==> src/static_lane_pkg.sv <==
// Purpose: Shared types and constants for the static memory byte-lane steering block
// Assumes: 32-bit system data, external memory 8, 16 or 32 bits wide
// Notes: Lane selects are active low throughout
package static_lane_pkg;

    // ------------------------------------------------------------
    // Sizes, widths and lane constants
    // ------------------------------------------------------------
    localparam int LANES = 4;
    localparam logic [2:0] SIZE_BYTE = 3'h0;
    localparam logic [2:0] SIZE_HALF = 3'h1;
    localparam logic [2:0] SIZE_WORD = 3'h2;
    localparam logic [3:0] LANES_IDLE_N = 4'hf;
    localparam logic [1:0] BEAT_FIRST = 2'h0;
    localparam logic [1:0] LAST_BEAT_4 = 2'h3;
    localparam logic [1:0] LAST_BEAT_2 = 2'h1;
    localparam logic [1:0] LAST_BEAT_1 = 2'h0;

    typedef enum logic [1:0] {
        MEM_W8 = 2'h0,
        MEM_W16 = 2'h1,
        MEM_W32 = 2'h2
    } mem_width_type;

    // ------------------------------------------------------------
    // Carriers
    // ------------------------------------------------------------
    typedef struct packed {
        logic write;
        logic [2:0] size;
        logic [1:0] addr;
        logic [31:0] wdata;
    } bus_req_type;

    typedef struct packed {
        logic big_endian;
        mem_width_type width;
    } lane_cfg_type;

endpackage

==> src/static_lane_steer.sv <==
// Purpose: Byte-lane steering between the system bus and static memory
// Assumes: Requests, config and beat completion come from logic on core_clk_i
// Notes: One request at a time; narrow memories take several beats
// ------------------------------------------------------------
// What this block does
// RULE1: LE byte write, 16-bit: address 01 selects 01 upper lane, 00 selects 10.
// RULE2: LE byte write, 16-bit, address 10: address bit high, selects 10, byte 23:16 low.
// RULE3: LE 32-bit writes pass straight; word 0000, half 1- 0011, half 0- 1100.
// RULE4: LE 32-bit byte writes: one select, 0111 1011 1101 1110 for 11 to 00.
// RULE5: BE 8-bit reads: word beats 11,10,01,00; halfword two beats; select held low.
// RULE6: BE 8-bit byte read: address equals request; byte lands at lane three minus address.
// RULE7: BE 16-bit word reads two beats 1 then 0; halfwords return swapped halves.
// RULE8: BE 16-bit byte reads: address bit from addr[1], selects 01,10,01,10 for 00 to 11.
// RULE9: Lane selects active low; pattern chosen from endianness and memory width.
// ------------------------------------------------------------
module static_lane_steer
    import static_lane_pkg::*;
(
    // Clock and reset
    input wire logic core_clk_i,
    input wire logic reset_i,
    // System request side
    input wire logic req_valid_i,
    input wire bus_req_type req_i,
    input wire lane_cfg_type cfg_i,
    output logic req_ready_o,
    // Response side
    output logic resp_valid_o,
    output logic [31:0] resp_rdata_o,
    // Timing engine side
    input wire logic xfer_done_i,
    input wire logic [31:0] ext_mem_data_bus_i,
    output logic xfer_valid_o,
    output logic xfer_write_o,
    output logic ext_mem_data_oe_o,
    output logic [1:0] ext_mem_addr_out_o,
    output logic [3:0] ext_lane_select_n_o,
    output logic [31:0] ext_mem_data_bus_o
);

    typedef enum logic {ST_IDLE, ST_XFER} state_type;

    // ------------------------------------------------------------
    // State
    // ------------------------------------------------------------
    state_type state_q;
    bus_req_type req_q;
    lane_cfg_type cfg_q;
    logic [1:0] beat_q;
    logic [1:0] last_q;
    logic [3:0][1:0] map_q;
    logic [31:0] acc_q;
    logic [31:0] acc_d;

    // ------------------------------------------------------------
    // Control decode
    // ------------------------------------------------------------
    wire take = (state_q == ST_IDLE) & req_valid_i;
    wire step = (state_q == ST_XFER) & xfer_done_i;
    wire final_beat = step & (beat_q == last_q);
    wire load = take | (step & ~final_beat);
    wire lane_cfg_type dec_cfg = take ? cfg_i : cfg_q;
    wire bus_req_type dec_req = take ? req_i : req_q;
    wire [1:0] dec_beat = take ? BEAT_FIRST : 2'(beat_q + 2'h1);
    wire [1:0] dec_addr;
    wire [3:0] dec_lane_n;
    wire [3:0][1:0] dec_map;
    wire [31:0] dec_wdata;
    wire [1:0] last_d;

    // RULE5 beat count per width
    assign last_d = (cfg_i.width == MEM_W8 && req_i.size == SIZE_WORD) ? LAST_BEAT_4 :
                    ((cfg_i.width == MEM_W8 && req_i.size == SIZE_HALF) ||
                     (cfg_i.width == MEM_W16 && req_i.size == SIZE_WORD)) ? LAST_BEAT_2 :
                    LAST_BEAT_1;

    // RULE9 pattern from config
    lane_map u_map (
        .cfg_i(dec_cfg),
        .size_i(dec_req.size),
        .addr_i(dec_req.addr),
        .beat_i(dec_beat),
        .ext_addr_o(dec_addr),
        .lane_n_o(dec_lane_n),
        .sys_lane_o(dec_map)
    );

    // Write data: each external lane takes the system byte it maps to
    for (genvar j = 0; j < LANES; j++)
    begin : g_wlane
        // RULE2 system byte onto lane
        assign dec_wdata[j*8 +: 8] = dec_req.wdata[dec_map[j]*8 +: 8];
    end

    // Read gather: enabled lanes land on their mapped system byte
    always_comb
    begin
        acc_d = take ? 32'h0000_0000 : acc_q;
        if (step)
        begin
            for (int j = 0; j < LANES; j++)
            begin
                // RULE8 read lane return
                if (!ext_lane_select_n_o[j])
                begin
                    acc_d[map_q[j]*8 +: 8] = ext_mem_data_bus_i[j*8 +: 8];
                end
            end
        end
    end

    // ------------------------------------------------------------
    // Sequencer
    // ------------------------------------------------------------
    // Request hold and beat counter
    always_ff @(posedge core_clk_i or posedge reset_i)
    begin
        if (reset_i)
        begin
            state_q <= ST_IDLE;
            req_q <= '0;
            cfg_q <= '0;
            beat_q <= BEAT_FIRST;
            last_q <= LAST_BEAT_1;
            acc_q <= 32'h0000_0000;
        end
        else
        begin
            acc_q <= acc_d;
            if (take)
            begin
                state_q <= ST_XFER;
                req_q <= req_i;
                cfg_q <= cfg_i;
                beat_q <= BEAT_FIRST;
                last_q <= last_d;
            end
            else if (final_beat)
            begin
                state_q <= ST_IDLE;
            end
            else if (step)
            begin
                beat_q <= 2'(beat_q + 2'h1);
            end
        end
    end

    // Registered outputs towards the memory and the system
    always_ff @(posedge core_clk_i or posedge reset_i)
    begin
        if (reset_i)
        begin
            req_ready_o <= 1'b1;
            resp_valid_o <= 1'b0;
            resp_rdata_o <= 32'h0000_0000;
            xfer_valid_o <= 1'b0;
            xfer_write_o <= 1'b0;
            ext_mem_data_oe_o <= 1'b0;
            ext_mem_addr_out_o <= 2'h0;
            ext_lane_select_n_o <= LANES_IDLE_N;
            ext_mem_data_bus_o <= 32'h0000_0000;
            map_q <= '0;
        end
        else
        begin
            req_ready_o <= final_beat | (req_ready_o & ~take);
            resp_valid_o <= final_beat;
            if (final_beat)
            begin
                resp_rdata_o <= acc_d;
                xfer_valid_o <= 1'b0;
                ext_mem_data_oe_o <= 1'b0;
                ext_lane_select_n_o <= LANES_IDLE_N;
            end
            else if (load)
            begin
                // RULE3 beat outputs
                xfer_valid_o <= 1'b1;
                xfer_write_o <= dec_req.write;
                ext_mem_data_oe_o <= dec_req.write;
                ext_mem_addr_out_o <= dec_addr;
                ext_lane_select_n_o <= dec_lane_n;
                ext_mem_data_bus_o <= dec_wdata;
                map_q <= dec_map;
            end
        end
    end

    // ------------------------------------------------------------
    // Checks
    // ------------------------------------------------------------
    wire le16 = ~cfg_i.big_endian & (cfg_i.width == MEM_W16);
    wire be16 = cfg_i.big_endian & (cfg_i.width == MEM_W16);
    wire le32 = ~cfg_i.big_endian & (cfg_i.width == MEM_W32);
    wire be8 = cfg_i.big_endian & (cfg_i.width == MEM_W8);
    wire [7:0] resp_pick = resp_rdata_o[{~req_q.addr, 3'b000} +: 8];

    a_le16_byte_odd: assert property (@(posedge core_clk_i) disable iff (reset_i) // RULE1
        take && le16 && req_i.write && req_i.size == SIZE_BYTE && req_i.addr == 2'h1
        |=> ext_lane_select_n_o == 4'hd && ext_mem_addr_out_o == 2'h0
            && ext_mem_data_bus_o[15:8] == $past(req_i.wdata[15:8]))
        else $error("LE 16-bit byte write at 01 misplaced");
    a_le16_byte_high: assert property (@(posedge core_clk_i) disable iff (reset_i) // RULE2
        take && le16 && req_i.write && req_i.size == SIZE_BYTE && req_i.addr == 2'h2
        |=> ext_lane_select_n_o == 4'he && ext_mem_addr_out_o == 2'h1
            && ext_mem_data_bus_o[7:0] == $past(req_i.wdata[23:16]))
        else $error("LE 16-bit byte write at 10 misplaced");
    a_le32_word_all: assert property (@(posedge core_clk_i) disable iff (reset_i) // RULE3
        take && le32 && req_i.write && req_i.size == SIZE_WORD
        |=> ext_lane_select_n_o == 4'h0 && ext_mem_data_bus_o == $past(req_i.wdata))
        else $error("LE 32-bit word write not straight through");
    a_le32_byte_one: assert property (@(posedge core_clk_i) disable iff (reset_i) // RULE4
        take && le32 && req_i.size == SIZE_BYTE
        |=> $countones(~ext_lane_select_n_o) == 1
            && !ext_lane_select_n_o[$past(req_i.addr)])
        else $error("LE 32-bit byte select wrong");
    a_be8_word_walk: assert property (@(posedge core_clk_i) disable iff (reset_i) // RULE5
        step && !final_beat && cfg_q.big_endian && cfg_q.width == MEM_W8
        && req_q.size == SIZE_WORD
        |=> ext_mem_addr_out_o == 2'($past(ext_mem_addr_out_o) - 2'h1)
            && ext_lane_select_n_o[0] == 1'b0)
        else $error("BE 8-bit word beat order broken");
    a_be8_byte_ret: assert property (@(posedge core_clk_i) disable iff (reset_i) // RULE6
        final_beat && cfg_q.big_endian && cfg_q.width == MEM_W8
        && req_q.size == SIZE_BYTE && !req_q.write
        |=> resp_valid_o && resp_pick == $past(ext_mem_data_bus_i[7:0]))
        else $error("BE 8-bit byte read landed on wrong lane");
    a_be16_word_first: assert property (@(posedge core_clk_i) disable iff (reset_i) // RULE7
        take && be16 && !req_i.write && req_i.size == SIZE_WORD
        |=> ext_mem_addr_out_o == 2'h1 && ext_lane_select_n_o == 4'hc)
        else $error("BE 16-bit word first beat wrong");
    a_be16_byte_sel: assert property (@(posedge core_clk_i) disable iff (reset_i) // RULE8
        take && be16 && !req_i.write && req_i.size == SIZE_BYTE
        |=> ext_mem_addr_out_o[0] == $past(req_i.addr[1])
            && ext_lane_select_n_o[1:0] == ($past(req_i.addr[0]) ? 2'b10 : 2'b01))
        else $error("BE 16-bit byte select wrong");
    a_idle_lanes_off: assert property (@(posedge core_clk_i) disable iff (reset_i) // RULE9
        !xfer_valid_o |-> ext_lane_select_n_o == LANES_IDLE_N && !ext_mem_data_oe_o)
        else $error("Lane selected with no transfer");

endmodule

==> src/lane_map.sv <==
// Purpose: Per-beat external address, lane selects and lane-to-system byte map
// Assumes: Purely combinational, inputs stable for the beat being decoded
// Notes: Each external lane gets the byte address it carries, then hit and target lane
module lane_map
    import static_lane_pkg::*;
(
    // Access description
    input wire lane_cfg_type cfg_i,
    input wire logic [2:0] size_i,
    input wire logic [1:0] addr_i,
    input wire logic [1:0] beat_i,
    // Decoded beat
    output logic [1:0] ext_addr_o,
    output logic [3:0] lane_n_o,
    output logic [3:0][1:0] sys_lane_o
);

    // ------------------------------------------------------------
    // Beat address per memory width
    // ------------------------------------------------------------
    wire w8 = (cfg_i.width == MEM_W8);
    wire w16 = (cfg_i.width == MEM_W16);
    wire is_word = (size_i == SIZE_WORD);
    wire is_half = (size_i == SIZE_HALF);
    wire [1:0] beat_addr8;
    wire [1:0] beat_addr16;

    // Narrow beats walk down from the top byte address
    assign beat_addr8 = is_word ? 2'(LAST_BEAT_4 - beat_i) :
                        is_half ? {addr_i[1], ~beat_i[0]} : addr_i;
    // RULE7 16-bit beat address
    assign beat_addr16 = {1'b0, is_word ? ~beat_i[0] : addr_i[1]};
    assign ext_addr_o = w8 ? beat_addr8 : (w16 ? beat_addr16 : 2'h0);

    // ------------------------------------------------------------
    // Per external lane decode
    // ------------------------------------------------------------
    for (genvar j = 0; j < LANES; j++)
    begin : g_lane
        localparam logic [1:0] LANE_IDX = 2'(j);
        wire [1:0] byte_addr;
        wire present;
        wire hit;
        // Byte address carried by this lane in the current beat
        assign byte_addr = w8 ? beat_addr8 :
                           w16 ? {beat_addr16[0], cfg_i.big_endian ? ~LANE_IDX[0] : LANE_IDX[0]} :
                           (cfg_i.big_endian ? ~LANE_IDX : LANE_IDX);
        // RULE1 lanes within width
        assign present = w8 ? (j == 0) : (w16 ? (j < 2) : 1'b1);
        // RULE4 single lane hit
        assign hit = is_word | (is_half & (byte_addr[1] == addr_i[1])) | (byte_addr == addr_i);
        // RULE9 active low select
        assign lane_n_o[j] = ~(present & hit);
        // RULE6 big endian reverses lanes
        assign sys_lane_o[j] = cfg_i.big_endian ? ~byte_addr : byte_addr;
    end

endmodule

==> config.mk <==
export PLATFORM = sky130hd
export DESIGN_NAME = static_lane_steer
export DESIGN_NICKNAME = d
export VERILOG_FILES = /design/src/static_lane_pkg.sv /design/src/static_lane_steer.sv /design/src/lane_map.sv
export SDC_FILE = /design/constraint.sdc
export NUM_CORES = 1
export LEC_CHECK = 0
export BUFFER_PORTS_ARGS = -buffer_cell sky130_fd_sc_hd__buf_2
export CAP_MARGIN = 0
export CORE_MARGIN = 5
export CORE_UTILIZATION = 33
export DETAILED_ROUTE_END_ITERATION = 8
export PLACE_DENSITY_LB_ADDON = 0.12
export SETUP_SLACK_MARGIN = 0.5
export SLEW_MARGIN = 20
export SYNTH_ARGS = -nofsm -noshare
export SYNTH_HDL_FRONTEND = slang
export SYNTH_SLANG_ARGS = --single-unit
==> constraint.sdc <==
create_clock -name core_clk_i -period 6.3 [get_ports core_clk_i]
set_clock_uncertainty 0.15 [all_clocks]
set_input_delay 0.315 -clock core_clk_i [delete_from_list [all_inputs] [get_ports core_clk_i]]
set_output_delay 0.315 -clock core_clk_i [all_outputs]
set_load 0.02 [all_outputs]
; After elaboration in Yosys (flattened, before gate mapping)
; Index checks and enable logic that the tools add are counted.
; Widths: inputs -> output; s select.
[op_classes]
addsub = 6
n_eq_ne = 16
shift = 12
n_mux = 55
bitwise_logic = 34
reduce_logical = 11
[ops]
columns = cell, n
row1 = $mux 32, 9
row2 = $neg 5->34, 4
row3 = $shift 8x34->32 const A, 4
row4 = $shiftx 8x34->32, 4
row5 = $bwmux 32, 4
row6 = $shiftx 32x6->8, 4
row7 = $mux 2, 23
row8 = $mux 38, 1
row9 = $mux 1, 15
row10 = $and 1x1->1, 12
row11 = $eq 2x2->1, 5
row12 = $or 1x1->1, 10
row13 = $mux 4, 2
row14 = $not 1->1, 8
row15 = $not 2->2, 4
row16 = $eq 3x1->1 const B, 2
row17 = $eq 3x2->1 const B, 2
row18 = $reduce_bool 2->1, 3
row19 = $eq 1x1->1, 4
row20 = $eq 2x1->1 const B, 2
row21 = $logic_not 2->1, 2
row22 = $reduce_and 2->1, 2
row23 = $logic_and 1x1->1, 3
row24 = $mux 3, 1
row25 = other kinds (4), 4
[word_totals]
register_bits = 161
input_bits = 77

; Logic depth before layout (Yosys ltp)
[logic_depth]
depth_word = 15
depth_mapped = 12
ltp_nobuf = 9

; By module
; Synthesis repeated with hierarchy kept, for this count alone.
[unflattened]
hier_cells = 971
hier_area_um2 = 9696.8
[by_module_without_submodules]
columns = module, n_inst, cells_per_inst, area_each_um2
row1 = static_lane_steer, 1, 933, 9444.1
row2 = lane_map, 1, 38, 252.7

; Worst setup path before layout
; Ideal clock, no wire load.
[synth_path]
kind = register -> register
start = reg map_q[0] in the netlist's numbering
end = reg resp_rdata_o[22]
t_arrival_ps = 2586
required_ps = 6085
path_slack_ps = 3499
stages_incl_launch_ff = 12
synth_period_minus_slack_ps = 2801
cell_sequence = dfrtp_1 -> clkbuf_1 -> inv_1 -> ha_1 -> clkbuf_1 -> nor4b_1 -> and3_1 -> buf_1 -> a22oi_1 -> o211a_1 -> o31ai_1 -> mux2_2
[synth_via]
elab_chain_len = 14
word_cells_on_any_way = 15
[synth_lines]
columns = item, line_no
row1 = start: declaration, static_lane_steer.sv:51  ; logic [3:0][1:0] map_q;
row2 = start signal: assignment, static_lane_steer.sv:185  ; map_q <= dec_map;
row3 = $neg 5->34 *, static_lane_steer.sv:106  ; acc_d[map_q[j]*8 +: 8] = ext_mem_data_bus_i[j*8 +: 8];
row4 = $shiftx 8x34->32 or $shift 8x34->32 (tied branches), static_lane_steer.sv:106
row5 = $bwmux 32 *, static_lane_steer.sv:106
row6 = $mux 32 *, static_lane_steer.sv:104  ; if (!ext_lane_select_n_o[j])
row7 = $mux 32 *, static_lane_steer.sv:99  ; if (step)
row8 = $bwmux 32, static_lane_steer.sv:106
row9 = $mux 32 *, static_lane_steer.sv:104
row10 = $mux 32 *, static_lane_steer.sv:99
row11 = $bwmux 32, static_lane_steer.sv:106
row12 = $mux 32 *, static_lane_steer.sv:104
row13 = $mux 32 *, static_lane_steer.sv:99
row14 = $bwmux 32, static_lane_steer.sv:106
row15 = $mux 32 *, static_lane_steer.sv:104
row16 = $mux 32 *, static_lane_steer.sv:99
row17 = end signal: assignment, static_lane_steer.sv:156  ; resp_rdata_o <= 32'h0000_0000;
row18 = end signal: assignment, static_lane_steer.sv:171  ; resp_rdata_o <= acc_d;
row19 = end: declaration, static_lane_steer.sv:29  ; output logic [31:0] resp_rdata_o,
; Every way passes the cells marked *; elsewhere a longest branch is shown, timed or not. The select of a mux whose other input is x is not followed.
; A chain may end at the register's enable or synchronous reset.

; Final worst setup path
[layout_path]
start = reg state_q
end = reg ext_mem_data_bus_o[22]
[layout_via]
elab_chain_len = 10
word_cells_on_any_way = 27
[layout_lines]
columns = item, line_no
row1 = start: declaration, static_lane_steer.sv:46  ; state_type state_q;
row2 = start signal: assignment, static_lane_steer.sv:120  ; state_q <= ST_IDLE;
row3 = start signal: assignment, static_lane_steer.sv:132  ; state_q <= ST_XFER;
row4 = start signal: assignment, static_lane_steer.sv:140  ; state_q <= ST_IDLE;
row5 = $not 1->1, static_lane_steer.sv:58  ; wire take = (state_q == ST_IDLE) & req_valid_i;
row6 = $and 1x1->1, static_lane_steer.sv:58
row7 = $mux 38 or $mux 2 (tied branches), n/a
row8 = $eq 3x1->1 (tied with other cells), lane_map.sv:24  ; wire is_half = (size_i == SIZE_HALF);
row9 = "$mux 1, on equally long branches", "lane_map.sv:30, lane_map.sv:32"
row10 = "$mux 2, on equally long branches", "lane_map.sv:29, lane_map.sv:46"
row11 = $mux 2, lane_map.sv:45  ; assign byte_addr = w8 ? beat_addr8 :
row12 = $not 2->2, lane_map.sv:55  ; assign sys_lane_o[j] = cfg_i.big_endian ? ~byte_addr : byte_addr;
row13 = $mux 2, lane_map.sv:55
row14 = $shiftx 32x6->8, static_lane_steer.sv:92  ; assign dec_wdata[j*8 +: 8] = dec_req.wdata[dec_map[j]*8 +: 8];
row15 = end signal: assignment, static_lane_steer.sv:184  ; ext_mem_data_bus_o <= dec_wdata;
row16 = end: declaration, static_lane_steer.sv:38  ; output logic [31:0] ext_mem_data_bus_o
; Parallel ways exist; a longest one is shown, timed or not.

==> flow_summary.yaml <==
run_status:
  status: "completed"
setup_path:
  max_stage_delay_ns: 0.90
  r2r_cells: 8
  r2r_setup_slack_ns: 2.33
  cp_cell_sequence: "nor2b_4 -> buf_4 -> nor4_1 -> a31oi_2 -> xor2_1 -> and2_1 -> mux2i_1 -> o221ai_1"
  worst_path_max_delay_cell: "and2_1"
  critPathCaptureType: "flip-flop"
  reg2reg_from: "state_q$_DFFE_PP0P_"
  crit_required_ns: 6.42
  timing.rr.end: "ext_mem_data_bus_o[22]$_DFFE_PP0P_"
  start_kind: "flip-flop"
  cp.buffers_inverters: 1
  crit_family: "simple AND/OR/NAND/NOR gates"
  crit_arrival_ns: 4.09
  crit_type: "flip-flop to flip-flop"
  worst-path-max-fanout: 37
sta:
  maxSlewViolCount: 0
  hold_viol: 0
  hold_ws_ns: 0.01704
  fmax_mhz: 251.6
  period_share_pct: 63.09
  rsz0062_at_grt: "false"
  fin_tns_setup_ns: 0
  slew-limit-headroom_pct: 24.63
  worstMarginPinSlew_ns: 1.130
  finalSetupViolCount: 0
  post-route-min-period_ns: 3.975
grt:
  grt_pass1_vias: 7651
  antenna_found_initial: 0
  grt-ovfl-total: 0
  track_usage_pct: 19.63
  grt_first_pass_wirelength_mm: 44.77
  grt_max_degree: 103
yosys:
  synth_area_mm2: 0.008473
  ys_seq_area_share_pct: 46.44
  synthArstFlopShare_pct: 100.0
  synthCells: 935
  syn_nets: 1032
  yosys_register_bits: 157
  synth_cell_type_count: 68
  ys_warn_count: 0
  syn_avg_cell_area_um2: 9.062
  synth_flop_cell: "dfrtp_1"
  synth_edf_count: 0
floorplanning:
  row_count: 58
  die_w_um: 170.2
  start_util_pct: 33.55
  coreArea_mm2: 0.02525
  dieArea_mm2: 0.02898
  ios: 152
  chipHeight_um: 170.2
route:
  ant_nets: 0
  wl_per_cell_um: 19.93
  drt-vias-per-instance: 5.386
  drc: 0
  dr.pass1.iters: 5
  via_count: 7616
  drt_first_iter_violations: 658
  totalWireLength_mm: 28.18
flow_run:
  maxCapViolCount: 0
clock_tree:
  htree_num_levels: 4
  cts_hold_buf: 21
  clkTransAtPathRegs_ns: 0.08
  post-cts-setup-buffer-count: 0
  ctsLongestPathBuffers: 2
  cts-buffers-inserted: 17
  root_buffer: "clkbuf_16"
  cts_tree: "built"
  cts_resized: 0
  clk_latency_ns: 0.43
  clock_sinks: 157
layout:
  layout_common_cells: "185 x nand2_1, 152 x dfrtp_1, 151 x buf_2"
  fillers: 2590
  regArea_mm2: 0.003935
  drive_above_1_share_pct: 20.02
  antenna_cells: 0
  multi_input_area_mm2: 0.004205
  syn_to_final_growth_pct: 20.81
  final_common_cell: "nand2_1"
  nNetsFinal: 1168
power_and_ir_drop:
  p_int_mw: 2.980
  pwr-share-clk_pct: 18.8
  power_per_cell_area_mw_per_mm2: 542.5
  peakVddDrop_mv: 0.2738
  p_sw_mw: 2.573
  p_leak_nw: 4.726
  p_comb_share_pct: 49.4
  swShare_pct: 46.34
  seqPwrFrac_pct: 31.8
worst_hold_path:
  worstHoldPathType: "input port to flip-flop"
  hp-start: "req_i[19]"
  whs_endpoint: "req_q[19]$_DFF_PP0_"
  hold_depth: 3
place:
  routabilityCongestion: 0.8882
  numPortBuffers: 151
  hpwl_mm: 19.65
## worst min-delay path, cell delays in order
cell	delay, ns
buf_2	0.08
nand2_1	0.05
nand2_1	0.11
## metrics by stage
| stage | total power, mW | util (%) | cells | setup WS, ns | instance area, um2 |
|---|---|---|---|---|---|
| final | 5.553 | 40.53 | 1414 | 2.325 | 10240 |
| after global routing | 5.989 | 40.53 | 1414 | 2.051 | 10240 |
| after CTS | 5.599 | 40.53 | 1414 | 2.299 | 10240 |
| after detailed placement | 4.523 | 37.37 | 1361 | 2.276 | 9438 |
| after global placement | 4.517 | 37.37 | 1361 | 2.374 | 9438 |
| after floorplan | 3.732 | - | 935 | 1.608 | 8473 |
## worst max-delay path by stage
stage | from | to | slack, ns | cells after the start
2_1_floorplan | reset_i | acc_q[0]$_DFF_PP0_ | 1.61 | 1
3_3_place_gp | req_valid_i | ext_mem_data_bus_o[6]$_DFFE_PP0P_ | 2.37 | 9
3_5_place_dp | req_valid_i | ext_mem_data_bus_o[16]$_DFFE_PP0P_ | 2.28 | 9
4_1_cts | state_q$_DFFE_PP0P_ | ext_mem_data_bus_o[30]$_DFFE_PP0P_ | 2.30 | 8
5_1_grt | state_q$_DFFE_PP0P_ | ext_mem_data_bus_o[13]$_DFFE_PP0P_ | 2.05 | 8
6_report | state_q$_DFFE_PP0P_ | ext_mem_data_bus_o[22]$_DFFE_PP0P_ | 2.33 | 8
## final cells by class
cell class,instances,share of cell area (%)
multi-input combinational,698,41.08
sequential,157,38.44
timing repair buffer,180,10.02
clock buffer,17,4.156
tap,330,4.034
clock inverter,15,1.589
inverter,17,0.6723
## power groups by stage
stage                     registers (mW)  logic [mW]  clock network, mW
after floorplan                     1.96        1.77                  0
after global placement              1.79        2.73                  0
after detailed placement            1.78        2.74                  0
after CTS                           1.77        2.76               1.07
after global routing                1.82        3.05               1.11
final                               1.77        2.75               1.04
## layer usage
| layer | up-vias | GRT usage, % | wire length (um) |
|---|---|---|---|
| met5 | - | 0 | 0 |
| met2 | 286 | 30.61 | 12820 |
| met4 | 0 | 5.069 | 416 |
| li1 | 3632 | - | - |
| met1 | 3663 | 28.23 | 13010 |
| met3 | 35 | 3.624 | 1936 |
## synth_stat cells, types with 16 or more instances
library cell | number | area (um2)
nand3_1 | 36 | 180.2
ha_1 | 20 | 250.2
nor2_1 | 86 | 322.8
o21ai_0 | 38 | 190.2
o221ai_1 | 33 | 289.0
a21oi_1 | 83 | 415.4
inv_1 | 16 | 60.06
mux2i_1 | 37 | 370.4
nand2_1 | 185 | 694.4
a22oi_1 | 16 | 120.1
a221oi_1 | 20 | 175.2
clkbuf_1 | 39 | 146.4
dfrtp_1 | 152 | 3804
## flip-flops by register name, indices dropped and copies added, names as in the netlist
register	cells
ext_lane_select_n_o	4
last_q	2
acc_q	32
ext_mem_data_bus_o	32
resp_valid_o	1
map_q	4
req_q	38
ext_mem_data_oe_o	1
resp_rdata_o	32
req_ready_o	1
beat_q	2
cfg_q	3
state_q	1
xfer_write_o	1
ext_mem_addr_out_o	2
xfer_valid_o	1
## cell families (layout without fill, tap and decap cells)
family	Yosys count	count (layout)	synth area share, %
adders and majority gates	20	20	2.953
muxes	44	44	5.597
DFF	157	157	46.44
buffers and inverters	80	229	4.297
xor gates and xnor gates	13	13	1.344
and+or+nand+nor	372	372	19.49
AOI/OAI and AO/OA	249	249	19.88
(Power assumes the default switching activity.)
